$ cat config.mk
export PLATFORM = sky130hd
export DESIGN_NAME = eipc_top
export DESIGN_NICKNAME = d
export VERILOG_FILES = /design/src/eipc_pkg.sv /design/src/eipc_top.sv
export SDC_FILE = /design/constraint.sdc
export NUM_CORES = 1
export LEC_CHECK = 0
export BUFFER_PORTS_ARGS = -buffer_cell sky130_fd_sc_hd__buf_2
export CORE_ASPECT_RATIO = 1.4
export CORE_MARGIN = 2
export CORE_UTILIZATION = 52
export DETAILED_ROUTE_END_ITERATION = 16
export PLACE_DENSITY = 0.83
export SLEW_MARGIN = 20
export SYNTH_ARGS = -nofsm -noshare
export SYNTH_HDL_FRONTEND = slang
export SYNTH_SLANG_ARGS = --single-unit
$ cat constraint.sdc
create_clock -name mclk -period 5.7 [get_ports mclk]
set_clock_uncertainty 0.2 [all_clocks]
set_input_delay 1.425 -clock mclk [delete_from_list [all_inputs] [get_ports mclk]]
set_output_delay 1.425 -clock mclk [all_outputs]
set_load 0.005 [all_outputs]
$ cat src/eipc_pkg.sv
// package for the extended interrupt priority and pin configuration block
package eipc_pkg;
   localparam logic [11:0] ADDR_ENABLE2   = 12'h0e7 << 2;
   localparam logic [11:0] ADDR_PRIO1     = 12'h0f6 << 2;
   localparam logic [11:0] ADDR_PRIO2     = 12'h0f7 << 2;
   localparam logic [11:0] ADDR_PINCFG    = 12'h0e8 << 2;
   localparam logic [11:0] ADDR_GLOBAL    = 12'h0e9 << 2;
   localparam logic [11:0] ADDR_SKIP      = 12'h0ea << 2;
   localparam logic [11:0] ADDR_IRQ_STAT  = 12'h0eb << 2;
   localparam logic [11:0] ADDR_IRQ_MASK  = 12'h0ec << 2;
   localparam logic [11:0] ADDR_SVC       = 12'h0ed << 2;
   localparam logic [7:0]  RST_PINCFG     = 8'h01;
   localparam logic [7:0]  RST_ZERO       = 8'h00;
   localparam logic [7:0]  RST_SKIP       = 8'h00;
   localparam int          BIT_GLOBAL     = 0;
   localparam int          BIT_VBUS       = 0;
   localparam int          NSRC           = 9;
   localparam int          SRC_VBUS       = 8;
   localparam logic [3:0]  NO_SRC         = 4'hf;
   // irq status bit positions
   localparam int          EV_TAKE_HI     = 0;
   localparam int          EV_TAKE_LO     = 1;
   localparam int          EV_PREEMPT     = 2;

   typedef struct packed {
      logic       one_polarity;
      logic [2:0] one_pin_sel;
      logic       zero_polarity;
      logic [2:0] zero_pin_sel;
   } eipc_pincfg_s;

   typedef struct packed {
      logic       valid;
      logic       high;
      logic [3:0] id;
   } eipc_req_s;
endpackage

$ cat src/eipc_top.sv
// extended interrupt priority, bus-voltage enable and external input pin selection
//
// Implementation choice: the APB interface to the registers.
module eipc_top (
   input  wire logic        mclk,
   input  wire logic        rst_n,
   input  wire logic        psel,
   input  wire logic        penable,
   input  wire logic        pwrite,
   input  wire logic [11:0] paddr,
   input  wire logic [31:0] pwdata,
   output logic      [31:0] prdata,
   output logic             pready,
   output logic             pslverr,
   input  wire logic [7:0]  port0_pin,
   input  wire logic [7:0]  periph_want_pin,
   output logic      [7:0]  periph_pin_grant,
   input  wire logic [1:0]  ext_in_edge_mode,
   output logic             ext_in_zero,
   output logic             ext_in_one,
   input  wire logic [7:0]  src_req,
   input  wire logic [7:0]  src_en,
   input  wire logic        vbus_level,
   input  wire logic        svc_done,
   output logic             cpu_irq_valid,
   output logic             cpu_irq_high,
   output logic      [3:0]  cpu_irq_id,
   output logic             irq
);
   logic [7:0]               ext_priority_bank1;
   logic                     bus_voltage_irq_en;
   logic                     bus_voltage_prio;
   eipc_pkg::eipc_pincfg_s   ext_input_pin_config;
   logic                     global_irq_enable;
   logic [7:0]               port_zero_skip_mask;
   logic [2:0]               irq_stat;
   logic [2:0]               irq_mask;
   logic [7:0]               pin_s1;
   logic [7:0]               pin_s2;
   logic                     vbus_s1;
   logic                     vbus_s2;
   logic                     zero_lvl;
   logic                     one_lvl;
   logic                     zero_prev;
   logic                     one_prev;
   logic [eipc_pkg::NSRC-1:0] pend;
   logic [eipc_pkg::NSRC-1:0] prio;
   eipc_pkg::eipc_req_s      next_req;
   eipc_pkg::eipc_req_s      req;
   logic                     in_svc_lo;
   logic                     in_svc_hi;
   logic                     take;
   logic                     wr;
   logic                     rd_ok;
   logic [2:0]               ev;

   assign wr      = psel && penable && pwrite;
   assign pready  = 1'b1;
   assign pslverr = 1'b0;

   // register writes; unused bits of the bus-voltage registers are dropped
   always_ff @(posedge mclk or negedge rst_n) begin
      if (!rst_n) begin
         ext_priority_bank1   <= eipc_pkg::RST_ZERO;
         bus_voltage_irq_en   <= 1'b0;
         bus_voltage_prio     <= 1'b0;
         ext_input_pin_config <= eipc_pkg::RST_PINCFG;
         global_irq_enable    <= 1'b0;
         port_zero_skip_mask  <= eipc_pkg::RST_SKIP;
         irq_mask             <= 3'h0;
      end else if (wr) begin
         unique case (paddr)
            eipc_pkg::ADDR_PRIO1:    ext_priority_bank1 <= pwdata[7:0];
            eipc_pkg::ADDR_ENABLE2:  bus_voltage_irq_en <= pwdata[eipc_pkg::BIT_VBUS];
            eipc_pkg::ADDR_PRIO2:    bus_voltage_prio <= pwdata[eipc_pkg::BIT_VBUS];
            eipc_pkg::ADDR_PINCFG:   ext_input_pin_config <= pwdata[7:0];
            eipc_pkg::ADDR_GLOBAL:   global_irq_enable <= pwdata[eipc_pkg::BIT_GLOBAL];
            eipc_pkg::ADDR_SKIP:     port_zero_skip_mask <= pwdata[7:0];
            eipc_pkg::ADDR_IRQ_MASK: irq_mask <= pwdata[2:0];
            default: ;
         endcase
      end
   end

   // read mux; unmapped addresses read zero
   always_comb begin
      prdata = 32'h0000_0000;
      rd_ok  = 1'b1;
      unique case (paddr)
         eipc_pkg::ADDR_PRIO1:    prdata[7:0] = ext_priority_bank1;
         eipc_pkg::ADDR_ENABLE2:  prdata[0] = bus_voltage_irq_en;
         eipc_pkg::ADDR_PRIO2:    prdata[0] = bus_voltage_prio;
         eipc_pkg::ADDR_PINCFG:   prdata[7:0] = ext_input_pin_config;
         eipc_pkg::ADDR_GLOBAL:   prdata[0] = global_irq_enable;
         eipc_pkg::ADDR_SKIP:     prdata[7:0] = port_zero_skip_mask;
         eipc_pkg::ADDR_IRQ_STAT: prdata[2:0] = irq_stat;
         eipc_pkg::ADDR_IRQ_MASK: prdata[2:0] = irq_mask;
         eipc_pkg::ADDR_SVC:      prdata[1:0] = {in_svc_hi, in_svc_lo};
         default:                 rd_ok = 1'b0;
      endcase
   end

   // pins and vbus are asynchronous to mclk
   // pins reset to their pulled-up idle level: no false edge after reset
   always_ff @(posedge mclk or negedge rst_n) begin
      if (!rst_n) begin
         pin_s1  <= '1;
         pin_s2  <= '1;
         vbus_s1 <= 1'b0;
         vbus_s2 <= 1'b0;
      end else begin
         pin_s1  <= port0_pin;
         pin_s2  <= pin_s1;
         vbus_s1 <= vbus_level;
         vbus_s2 <= vbus_s1;
      end
   end

   // read-only tap of the pin: routing is untouched
   always_comb begin
      zero_lvl = pin_s2[ext_input_pin_config.zero_pin_sel]
                 ^ ~ext_input_pin_config.zero_polarity;
      one_lvl  = pin_s2[ext_input_pin_config.one_pin_sel]
                 ^ ~ext_input_pin_config.one_polarity;
   end

   assign periph_pin_grant = periph_want_pin & ~port_zero_skip_mask;

   always_ff @(posedge mclk or negedge rst_n) begin
      if (!rst_n) begin
         zero_prev   <= 1'b0;
         one_prev    <= 1'b0;
         ext_in_zero <= 1'b0;
         ext_in_one  <= 1'b0;
      end else begin
         zero_prev   <= zero_lvl;
         one_prev    <= one_lvl;
         // edge mode after polarity: asserted-going transition only
         ext_in_zero <= ext_in_edge_mode[0] ? (zero_lvl && !zero_prev) : zero_lvl;
         ext_in_one  <= ext_in_edge_mode[1] ? (one_lvl && !one_prev) : one_lvl;
      end
   end

   // bank bits 0..7 map to smbus..timer three in bit order
   assign prio = {bus_voltage_prio, ext_priority_bank1};
   assign pend = {vbus_s2 & bus_voltage_irq_en,
                  src_req & src_en} & {eipc_pkg::NSRC{global_irq_enable}};

   function automatic eipc_pkg::eipc_req_s pick(input logic [eipc_pkg::NSRC-1:0] p);
      pick = '{valid: 1'b0, high: 1'b0, id: eipc_pkg::NO_SRC};
      for (int i = eipc_pkg::NSRC - 1; i >= 0; i--) begin
         if (p[i]) begin
            pick = '{valid: 1'b1, high: 1'b0, id: 4'(i)};
         end
      end
   endfunction

   // high level first; low only when no service is active
   always_comb begin
      next_req = pick(pend & prio);
      if (next_req.valid) begin
         next_req.high  = 1'b1;
         next_req.valid = !in_svc_hi;
      end else begin
         next_req       = pick(pend & ~prio);
         next_req.valid = next_req.valid && !in_svc_hi && !in_svc_lo;
      end
   end

   assign take = req.valid;

   always_ff @(posedge mclk or negedge rst_n) begin
      if (!rst_n) begin
         req       <= '{valid: 1'b0, high: 1'b0, id: eipc_pkg::NO_SRC};
         in_svc_lo <= 1'b0;
         in_svc_hi <= 1'b0;
      end else begin
         req <= take ? '{valid: 1'b0, high: 1'b0, id: eipc_pkg::NO_SRC} : next_req;
         if (take && req.high) begin
            in_svc_hi <= 1'b1;
         end else if (svc_done && in_svc_hi) begin
            in_svc_hi <= 1'b0;
         end
         if (take && !req.high) begin
            in_svc_lo <= 1'b1;
         end else if (svc_done && !in_svc_hi) begin
            in_svc_lo <= 1'b0;
         end
      end
   end

   assign cpu_irq_valid = req.valid;
   assign cpu_irq_high  = req.high;
   assign cpu_irq_id    = req.id;

   assign ev = {take && req.high && in_svc_lo, take && !req.high, take && req.high};

   // set wins over the write-one clear
   always_ff @(posedge mclk or negedge rst_n) begin
      if (!rst_n) begin
         irq_stat <= 3'h0;
      end else begin
         irq_stat <= (irq_stat & ~((wr && paddr == eipc_pkg::ADDR_IRQ_STAT) ? pwdata[2:0] : 3'h0)) | ev;
      end
   end

   assign irq = |(irq_stat & irq_mask);

   // assertions
   property p_prio_bit7;
      @(posedge mclk) disable iff (!rst_n)
      (wr && paddr == eipc_pkg::ADDR_PRIO1) |=> prio[7] == $past(pwdata[7]);
   endproperty
   a_prio_bit7: assert property (p_prio_bit7) else $error("timer three priority not stored");

   property p_unused_zero;
      @(posedge mclk) disable iff (!rst_n)
      (paddr == eipc_pkg::ADDR_ENABLE2 || paddr == eipc_pkg::ADDR_PRIO2) |-> prdata[31:1] == 31'h0;
   endproperty
   a_unused_zero: assert property (p_unused_zero) else $error("unused bits read nonzero");

   property p_vbus_gate;
      @(posedge mclk) disable iff (!rst_n)
      !bus_voltage_irq_en |-> !pend[eipc_pkg::SRC_VBUS];
   endproperty
   a_vbus_gate: assert property (p_vbus_gate) else $error("vbus pending while disabled");

   property p_global_gate;
      @(posedge mclk) disable iff (!rst_n)
      !global_irq_enable ##1 !global_irq_enable |-> !next_req.valid;
   endproperty
   a_global_gate: assert property (p_global_gate) else $error("request with global enable off");

   property p_hi_first;
      @(posedge mclk) disable iff (!rst_n)
      (|(pend & prio) && !in_svc_hi && !req.valid) |=> (req.valid && req.high);
   endproperty
   a_hi_first: assert property (p_hi_first) else $error("high priority not served first");

   property p_zero_pin;
      @(posedge mclk) disable iff (!rst_n)
      (!ext_in_edge_mode[0] && $stable(ext_input_pin_config))
      |=> ext_in_zero == ($past(pin_s2[ext_input_pin_config.zero_pin_sel])
                          ~^ $past(ext_input_pin_config.zero_polarity));
   endproperty
   a_zero_pin: assert property (p_zero_pin) else $error("input zero level wrong");

   property p_one_pin;
      @(posedge mclk) disable iff (!rst_n)
      (!ext_in_edge_mode[1] && $stable(ext_input_pin_config))
      |=> ext_in_one == ($past(pin_s2[ext_input_pin_config.one_pin_sel])
                         ~^ $past(ext_input_pin_config.one_polarity));
   endproperty
   a_one_pin: assert property (p_one_pin) else $error("input one level wrong");

   property p_skip;
      @(posedge mclk) disable iff (!rst_n)
      (port_zero_skip_mask != 8'h00) |-> (periph_pin_grant & port_zero_skip_mask) == 8'h00;
   endproperty
   a_skip: assert property (p_skip) else $error("skipped pin granted");

   property p_edge_pulse;
      @(posedge mclk) disable iff (!rst_n)
      (ext_in_edge_mode[0] && ext_in_zero) ##1 ext_in_edge_mode[0] |-> !ext_in_zero;
   endproperty
   a_edge_pulse: assert property (p_edge_pulse) else $error("edge mode pulse too long");

   property p_reset_cfg;
      @(posedge mclk) $rose(rst_n) |-> ext_input_pin_config == eipc_pkg::RST_PINCFG && prio == '0;
   endproperty
   a_reset_cfg: assert property (p_reset_cfg) else $error("reset values wrong");

   property p_cmp_prio;
      @(posedge mclk) disable iff (!rst_n)
      (wr && paddr == eipc_pkg::ADDR_PRIO1) |=> prio[6:5] == $past(pwdata[6:5]);
   endproperty
   a_cmp_prio: assert property (p_cmp_prio) else $error("comparator priority not stored");

   property p_pca_prio;
      @(posedge mclk) disable iff (!rst_n)
      (wr && paddr == eipc_pkg::ADDR_PRIO1) |=> prio[4] == $past(pwdata[4]);
   endproperty
   a_pca_prio: assert property (p_pca_prio) else $error("counter array priority not stored");

   property p_conv_prio;
      @(posedge mclk) disable iff (!rst_n)
      (wr && paddr == eipc_pkg::ADDR_PRIO1) |=> prio[3] == $past(pwdata[3]);
   endproperty
   a_conv_prio: assert property (p_conv_prio) else $error("conversion done priority not stored");

   property p_low_bank_prio;
      @(posedge mclk) disable iff (!rst_n)
      (wr && paddr == eipc_pkg::ADDR_PRIO1) |=> prio[2:0] == $past(pwdata[2:0]);
   endproperty
   a_low_bank_prio: assert property (p_low_bank_prio) else $error("smbus window usb priority not stored");

   property p_vbus_prio;
      @(posedge mclk) disable iff (!rst_n)
      (wr && paddr == eipc_pkg::ADDR_PRIO2) |=> prio[eipc_pkg::SRC_VBUS] == $past(pwdata[eipc_pkg::BIT_VBUS]);
   endproperty
   a_vbus_prio: assert property (p_vbus_prio) else $error("bus voltage priority not stored");

   property p_global_src;
      @(posedge mclk) disable iff (!rst_n)
      !global_irq_enable |-> pend == '0;
   endproperty
   a_global_src: assert property (p_global_src) else $error("source pending with global enable off");

   property p_low_idle;
      @(posedge mclk) disable iff (!rst_n)
      (req.valid && !req.high) |-> !in_svc_hi && !in_svc_lo;
   endproperty
   a_low_idle: assert property (p_low_idle) else $error("low request during active service");

   property p_one_pulse;
      @(posedge mclk) disable iff (!rst_n)
      (ext_in_edge_mode[1] && ext_in_one) ##1 ext_in_edge_mode[1] |-> !ext_in_one;
   endproperty
   a_one_pulse: assert property (p_one_pulse) else $error("input one pulse too long");

   property p_stat_set;
      @(posedge mclk) disable iff (!rst_n)
      ev[eipc_pkg::EV_TAKE_LO] |=> irq_stat[eipc_pkg::EV_TAKE_LO];
   endproperty
   a_stat_set: assert property (p_stat_set) else $error("low take not recorded");

   property p_unmapped_zero;
      @(posedge mclk) disable iff (!rst_n)
      !rd_ok |-> prdata == 32'h0000_0000;
   endproperty
   a_unmapped_zero: assert property (p_unmapped_zero) else $error("unmapped read nonzero");

   c_high_take: cover property (@(posedge mclk) disable iff (!rst_n) take && req.high);
   c_preempt:   cover property (@(posedge mclk) disable iff (!rst_n) ev[eipc_pkg::EV_PREEMPT]);
   c_vbus:      cover property (@(posedge mclk) disable iff (!rst_n) take && req.id == 4'(eipc_pkg::SRC_VBUS));
   c_irq:       cover property (@(posedge mclk) disable iff (!rst_n) irq);
   c_edge:      cover property (@(posedge mclk) disable iff (!rst_n) ext_in_edge_mode[0] && ext_in_zero);
endmodule // eipc_top

==> results.json, run 1 <==
{
  "ys_seq_area_share_pct": 49.8,
  "endpoint": "prdata[7]",
  "dr_total_vias": 2417,
  "crit_buf_inv": 3,
  "crit_fanout": 10,
  "reg2reg_depth": 5,
  "cts.clk_slew.worst_paths_ns": 0.06,
  "detail_route.first_pass.iterations": 5,
  "cpMostUsedCell": "buf_2",
  "fin_setup_tns_ns": 0,
  "postCtsSetupBuffers": 0,
  "start_util_pct": 54.5,
  "core_area_mm2": 0.00590,
  "synth_top_cell_area_share_pct": 32.6,
  "io_buffers": 85,
  "final-hold-violation-count": 0,
  "pwr_density_cell_mw_per_mm2": 234,
  "final_nets": 444,
  "cp_slowest_cell": "nor4b_4",
  "drtIter0Drc": 101,
  "dp_hpwl_mm": 5.41,
  "ys.flop_type": "dfrtp_1",
  "synth_edf_count": 0,
  "tritoncts": "built",
  "area_growth_pct": 18.3,
  "synth_warnings": 0,
  "synth_area_mm2": 0.00322,
  "die_height_um": 97.1,
  "synth.most_common_cell": "dfrtp_1",
  "path_cells": "buf_2 > nor4_4 > nand2_4 > nor4b_4 > a222oi_1 > inv_1 > buf_2",
  "yosys-top-cells-area": "dfrtp_1 33%, dfstp_2 17%, mux2_2 11%",
  "startpoint_type": "input port",
  "wl_per_cell_um": 16.4,
  "endpoint_kind": "output port",
  "overflow": 0,
  "grt_setup_unrepaired": "no",
  "finalCriticalPeriod_ns": 4.71,
  "seq_area_mm2": 0.00160,
  "maxCapViolCount": 0,
  "cts_buffer_depth": 2,
  "clock_sinks": 63,
  "slowest_delay_ns": 0.59,
  "setup_violations": 0,
  "multi_input_area_mm2": 0.00146,
  "r2r_start": "global_irq_enable",
  "cp.depth": 7,
  "finalCritPeriodShare_pct": 82.6,
  "drc": 0,
  "hp-class": "reg2reg",
  "numCtsBuffers": 9,
  "fp-row-count": 33,
  "synthArstFlopShare_pct": 100,
  "regToRegEndpoint": "cpu_irq_id[0]",
  "root_buffer": "clkbuf_8",
  "reg2reg_slack_ns": 3.54,
  "htreeDepth": 3,
  "critical_path_class": "in2out",
  "worst_slew_pin_slew_ns": 0.771,
  "n_antenna_cell": 0,
  "post_drt_via_cell_ratio": 5.57,
  "grt_max_degree": 64,
  "syn_area_per_cell_um2": 12.0,
  "ys_types": 51,
  "wl_mm": 7.10,
  "die_width_um": 70.5,
  "crit_required_ns": 4.07,
  "ir_drop_v": 0.000217,
  "die_area_mm2": 0.00685,
  "ant_nets": 0,
  "cp-startpoint": "paddr[11]",
  "status": "finished clean",
  "gp_congestion": 0.855,
  "synth_top_area_cell": "dfrtp_1",
  "n_fill_cell": 490,
  "cts_resized": 0,
  "fin_util_pct": 64.5,
  "ys_seq_elements": 63,
  "drive_gt1_share_pct": 45.6,
  "grt_pass1_wl_mm": 11.6,
  "clk_latency_ns": 0.34,
  "fmax_mhz": 212,
  "slew_violations": 0,
  "synthTopCellsByCount": "42 x dfrtp_1, 32 x mux2_2, 26 x buf_4",
  "holdBufCountCts": 0,
  "p_leak_uw": 0.00197,
  "slew_headroom_pct": 48.6,
  "ios": 136,
  "grtUsageTotal_pct": 22.1,
  "worstPathArrival_ns": 3.08,
  "grt_antenna_before_repair": 0,
  "crit_family": "simple AND/OR/NAND/NOR gates",
  "grt_pass1_vias": 2524,
  "syn-instance-count": 269
}
## stage by stage
step                      total power, uW  cells  hold WS, ns  instance area (um2)  worst slack (ns)
final                                 893    434        0.152                 3810             0.991
after global routing                  928    434        0.160                 3810             0.860
after CTS                             903    434        0.154                 3810             0.987
after detailed placement              531    418        0.140                 3610             0.979
after global placement                528    418        0.136                 3610             0.999
after floorplan                       501    293        0.131                 3310              1.45
## area by class of cell
class / instances / area share (%)
inverter: 9 / 0.887
clock inverter: 3 / 0.394
multi-input combinational: 190 / 38.3
tap: 70 / 2.30
clock buffer: 13 / 4.73
sequential: 63 / 42.1
timing repair buffer: 86 / 11.4
## per-layer routing
layer	track usage [%]	share of wire, %
met2	39.8	56
met5	0	0
met3	5.60	5.4
met4	11.4	3.0
met1	23.2	35
## cell usage in the layout, fill, tap and decap left out, types with 3 or more instances in the layout
| master | instances |
|---|---|
| dfstp_2 | 21 |
| dfrtp_1 | 42 |
| nor3_1 | 6 |
| nand4_1 | 11 |
| nand2b_1 | 3 |
| and4b_1 | 5 |
| clkbuf_8 | 11 |
| inv_1 | 9 |
| conb_1 | 26 |
| nor2b_1 | 8 |
| a222oi_1 | 6 |
| nand3_1 | 7 |
| mux2_2 | 32 |
| buf_2 | 85 |
| nand4b_1 | 4 |
| clkinv_2 | 3 |
| nand2_1 | 18 |
| a21oi_1 | 3 |
| o21ai_0 | 4 |
| nor2_1 | 7 |
| mux4_2 | 4 |
| mux2i_1 | 7 |
## registers in the layout, indices dropped and copies added (netlist names), 3 cells and up
| register | flops |
|---|---|
| irq_mask | 3 |
| irq_stat | 3 |
| ext_input_pin_config | 8 |
| cpu_irq_id | 4 |
| pin_s1 | 8 |
| ext_priority_bank1 | 8 |
| pin_s2 | 8 |
| port_zero_skip_mask | 8 |
## worst min path at each step
stage,startpoint,end,slack (ns),cells after the start
after floorplan,vbus_s1,vbus_s2,0.13,0
after global placement,vbus_s1,vbus_s2,0.14,0
after detailed placement,vbus_s1,vbus_s2,0.14,0
after CTS,vbus_s1,vbus_s2,0.15,0
after global routing,pin_s1[6],pin_s2[6],0.16,0
final,vbus_s1,vbus_s2,0.15,0
## kinds of logic after synthesis
kind of cell,share of synthesized area [%]
flops,49.8
compound gates,8.47
simple gates,17.1
buf+inv,7.73
mux,16.2
other cells,0.233
xor+xnor,0.544
## worst reg2reg max path: cells and delay by family (launching register included)
| kind | cells | cell delay (ns) |
|---|---|---|
| compound gates | 1 | 0.26 |
| buf+inv | 1 | 0.09 |
| flops | 1 | 0.59 |
| simple gates | 3 | 0.96 |
## where the power goes
group	internal (uW)	switching [uW]	total, uW
Combinational	25.0	33.9	58.9
Clock	206	164	370
Sequential	460	3.73	464
(Power assumes the default switching activity.)
==> run 2, diff against run 1 <==
--- a/config.mk
+++ b/config.mk
@@ -5,12 +5,13 @@
 export SDC_FILE = /design/constraint.sdc
 export NUM_CORES = 1
 export LEC_CHECK = 0
+export ABC_AREA = 1
 export BUFFER_PORTS_ARGS = -buffer_cell sky130_fd_sc_hd__buf_2
 export CORE_ASPECT_RATIO = 1.4
 export CORE_MARGIN = 2
-export CORE_UTILIZATION = 52
+export CORE_UTILIZATION = 44
 export DETAILED_ROUTE_END_ITERATION = 16
-export PLACE_DENSITY = 0.83
+export PLACE_DENSITY = 0.73
 export SLEW_MARGIN = 20
 export SYNTH_ARGS = -nofsm -noshare
 export SYNTH_HDL_FRONTEND = slang
==> constraint.sdc (replaced) <==
create_clock -name mclk -period 3.75 [get_ports mclk]
set_clock_uncertainty 0.2 [all_clocks]
set_input_delay 0.9375 -clock mclk [delete_from_list [all_inputs] [get_ports mclk]]
set_output_delay 0.9375 -clock mclk [all_outputs]
set_load 0.005 [all_outputs]
==> run 2 against run 1 <==
  * Clock power grew 79%
  * Worst setup slack got worse by 0.71 ns
  * Core utilization down 11 points
  * Combinational power grew 63%
  * Via count rose by 23%
  * Critical path type unchanged
  * Critical endpoint is now prdata[0]
==> results.json, run 2 <==
{
  "status": "finished clean",
  "slew_violations": 0,
  "regToRegEndpoint": "cpu_irq_id[0]",
  "reg2reg_depth": 11,
  "maxCapViolCount": 0,
  "post_drt_via_cell_ratio": 4.88,
  "crit_fanout": 8,
  "p_total_uw": 1460,
  "holdBufCountCts": 0,
  "slew_headroom_pct": 49.8,
  "htreeDepth": 3,
  "drtIter0Drc": 244,
  "ys_seq_area_share_pct": 46.7,
  "setup_violations": 0,
  "placed_cell_area_mm2": 0.00384,
  "n_antenna_cell": 0,
  "finalCriticalPeriod_ns": 3.47,
  "die_area_mm2": 0.00853,
  "pwr_density_cell_mw_per_mm2": 359,
  "worst_slew_pin_slew_ns": 0.752,
  "endpoint": "prdata[0]",
  "ys_types": 36,
  "synthTopCellsByCount": "92 x nand2_1, 57 x inv_1, 42 x dfrtp_1",
  "final_nets": 588,
  "endpoint_kind": "output port",
  "ant_nets": 0,
  "dr_total_vias": 2966,
  "cts.clk_slew.worst_paths_ns": 0.07,
  "core_area_mm2": 0.00765,
  "final_cell_area_mm2": 0.00407,
  "area_growth_pct": 18.7,
  "wl_mm": 7.71,
  "ir_drop_v": 0.000345,
  "syn_area_per_cell_um2": 8.25,
  "drive_gt1_share_pct": 32.5,
  "detail_route.first_pass.iterations": 4,
  "fin_util_pct": 53.2,
  "tritoncts": "built",
  "layout_common_cells": "92 x nand2_1, 85 x buf_2, 57 x inv_1",
  "grt_max_degree": 35,
  "holdCritStartpoint": "pin_s1[2]",
  "p_leak_uw": 0.00202,
  "die_width_um": 78.6,
  "ys_seq_elements": 63,
  "grt_antenna_before_repair": 0,
  "startpoint_type": "input port",
  "synth_top_cell_area_share_pct": 30.6,
  "critical_path_class": "in2out",
  "synth_warnings": 0,
  "fp-row-count": 38,
  "ios": 136,
  "root_buffer": "clkbuf_8",
  "gp_congestion": 0.929,
  "n_fill_cell": 728,
  "grtUsageTotal_pct": 19.0,
  "cp-startpoint": "paddr[11]",
  "ys.flop_type": "dfrtp_1",
  "worstPathArrival_ns": 2.33,
  "cts_resized": 0,
  "clk_latency_ns": 0.34,
  "synth_edf_count": 0,
  "dp_hpwl_mm": 6.06,
  "postCtsSetupBuffers": 0,
  "synth_top_area_cell": "dfrtp_1",
  "yosys-top-cells-area": "dfrtp_1 31%, dfstp_2 16%, nand2_1 10%",
  "grt_pass1_vias": 2832,
  "r2r_start": "global_irq_enable",
  "crit_required_ns": 2.61,
  "cts_buffer_depth": 2,
  "synth_area_mm2": 0.00343,
  "syn-instance-count": 416,
  "grt_pass1_wl_mm": 12.5,
  "die_height_um": 109,
  "overflow": 0,
  "fmax_mhz": 288,
  "clock_sinks": 63,
  "wl_per_cell_um": 12.7,
  "drc": 0,
  "io_buffers": 85,
  "start_util_pct": 44.8,
  "grt_setup_unrepaired": "no",
  "final_common_cell": "nand2_1",
  "fin_setup_tns_ns": 0,
  "hp-class": "reg2reg",
  "numCtsBuffers": 9,
  "final-hold-violation-count": 0,
  "reg2reg_slack_ns": 1.75,
  "finalCritPeriodShare_pct": 92.5,
  "synth.most_common_cell": "nand2_1",
  "hold_path_depth": 0,
  "synthArstFlopShare_pct": 100
}
[run 2: final cells by class]
cell class | instances | area, um2 | share of cell area (%)
sequential | 63 | 1600 | 39.4
multi-input combinational | 283 | 1440 | 35.4
timing repair buffer | 86 | 445 | 10.9
inverter | 60 | 226 | 5.56
clock buffer | 11 | 174 | 4.27
tap | 100 | 125 | 3.07
clock inverter | 5 | 58.8 | 1.44
[run 2: metal layers]
metal  track usage, %  routed length (um)  vias to the layer above
li1                 -                   -                     1461
met1             21.7                3080                     1370
met2             33.9                3950                      120
met3             4.01                 494                       15
met4             8.77                 180                        0
met5                0                   0                        -
[run 2: kinds of logic (layout without fill, tap and decap cells)]
logic type	Yosys count	count (layout)	synth area share, %
other	2	26	0.219
AOI/OAI and AO/OA	69	69	12.9
muxes	1	1	0.328
xor gates and xnor gates	2	2	0.510
DFF	63	63	46.7
and+or+nand+nor	185	185	25.4
buffers and inverters	94	162	14.0
[run 2: worst min path at each step]
| stage | endpoint | slack [ns] |
|---|---|---|
| floorplan | vbus_s2 | 0.13 |
| global placement | pin_s2[5] | 0.15 |
| detailed placement | pin_s2[2] | 0.15 |
| CTS | pin_s2[2] | 0.16 |
| global route | pin_s2[6] | 0.16 |
| finish | pin_s2[2] | 0.16 |
[run 2: metrics by stage]
step / instances / worst slack, ns / hold slack, ns
6_report: 608 / 0.281 / 0.156
5_1_grt: 608 / 0.131 / 0.161
4_1_cts: 608 / 0.302 / 0.157
3_5_place_dp: 592 / 0.307 / 0.147
3_3_place_gp: 592 / 0.357 / 0.147
2_1_floorplan: 440 / 0.788 / 0.131
[run 2: where the power goes]
part           leakage (uW)  internal, uW  switching (uW)  total [uW]
logic               0.00113          36.0            59.8        95.9
clock network      0.000121           390             273         663
registers          0.000774           699            4.57         704
total               0.00202          1130             337        1460
[run 2: worst max-delay path, cell delays in order]
cell and delay [ns]:
buf_2 0.10, nor2_2 0.10, nand3_2 0.18, nor2_2 0.25, nand2_1 0.24, o21ai_0 0.21
a21oi_1 0.06, nand3_1 0.12, buf_2 0.12
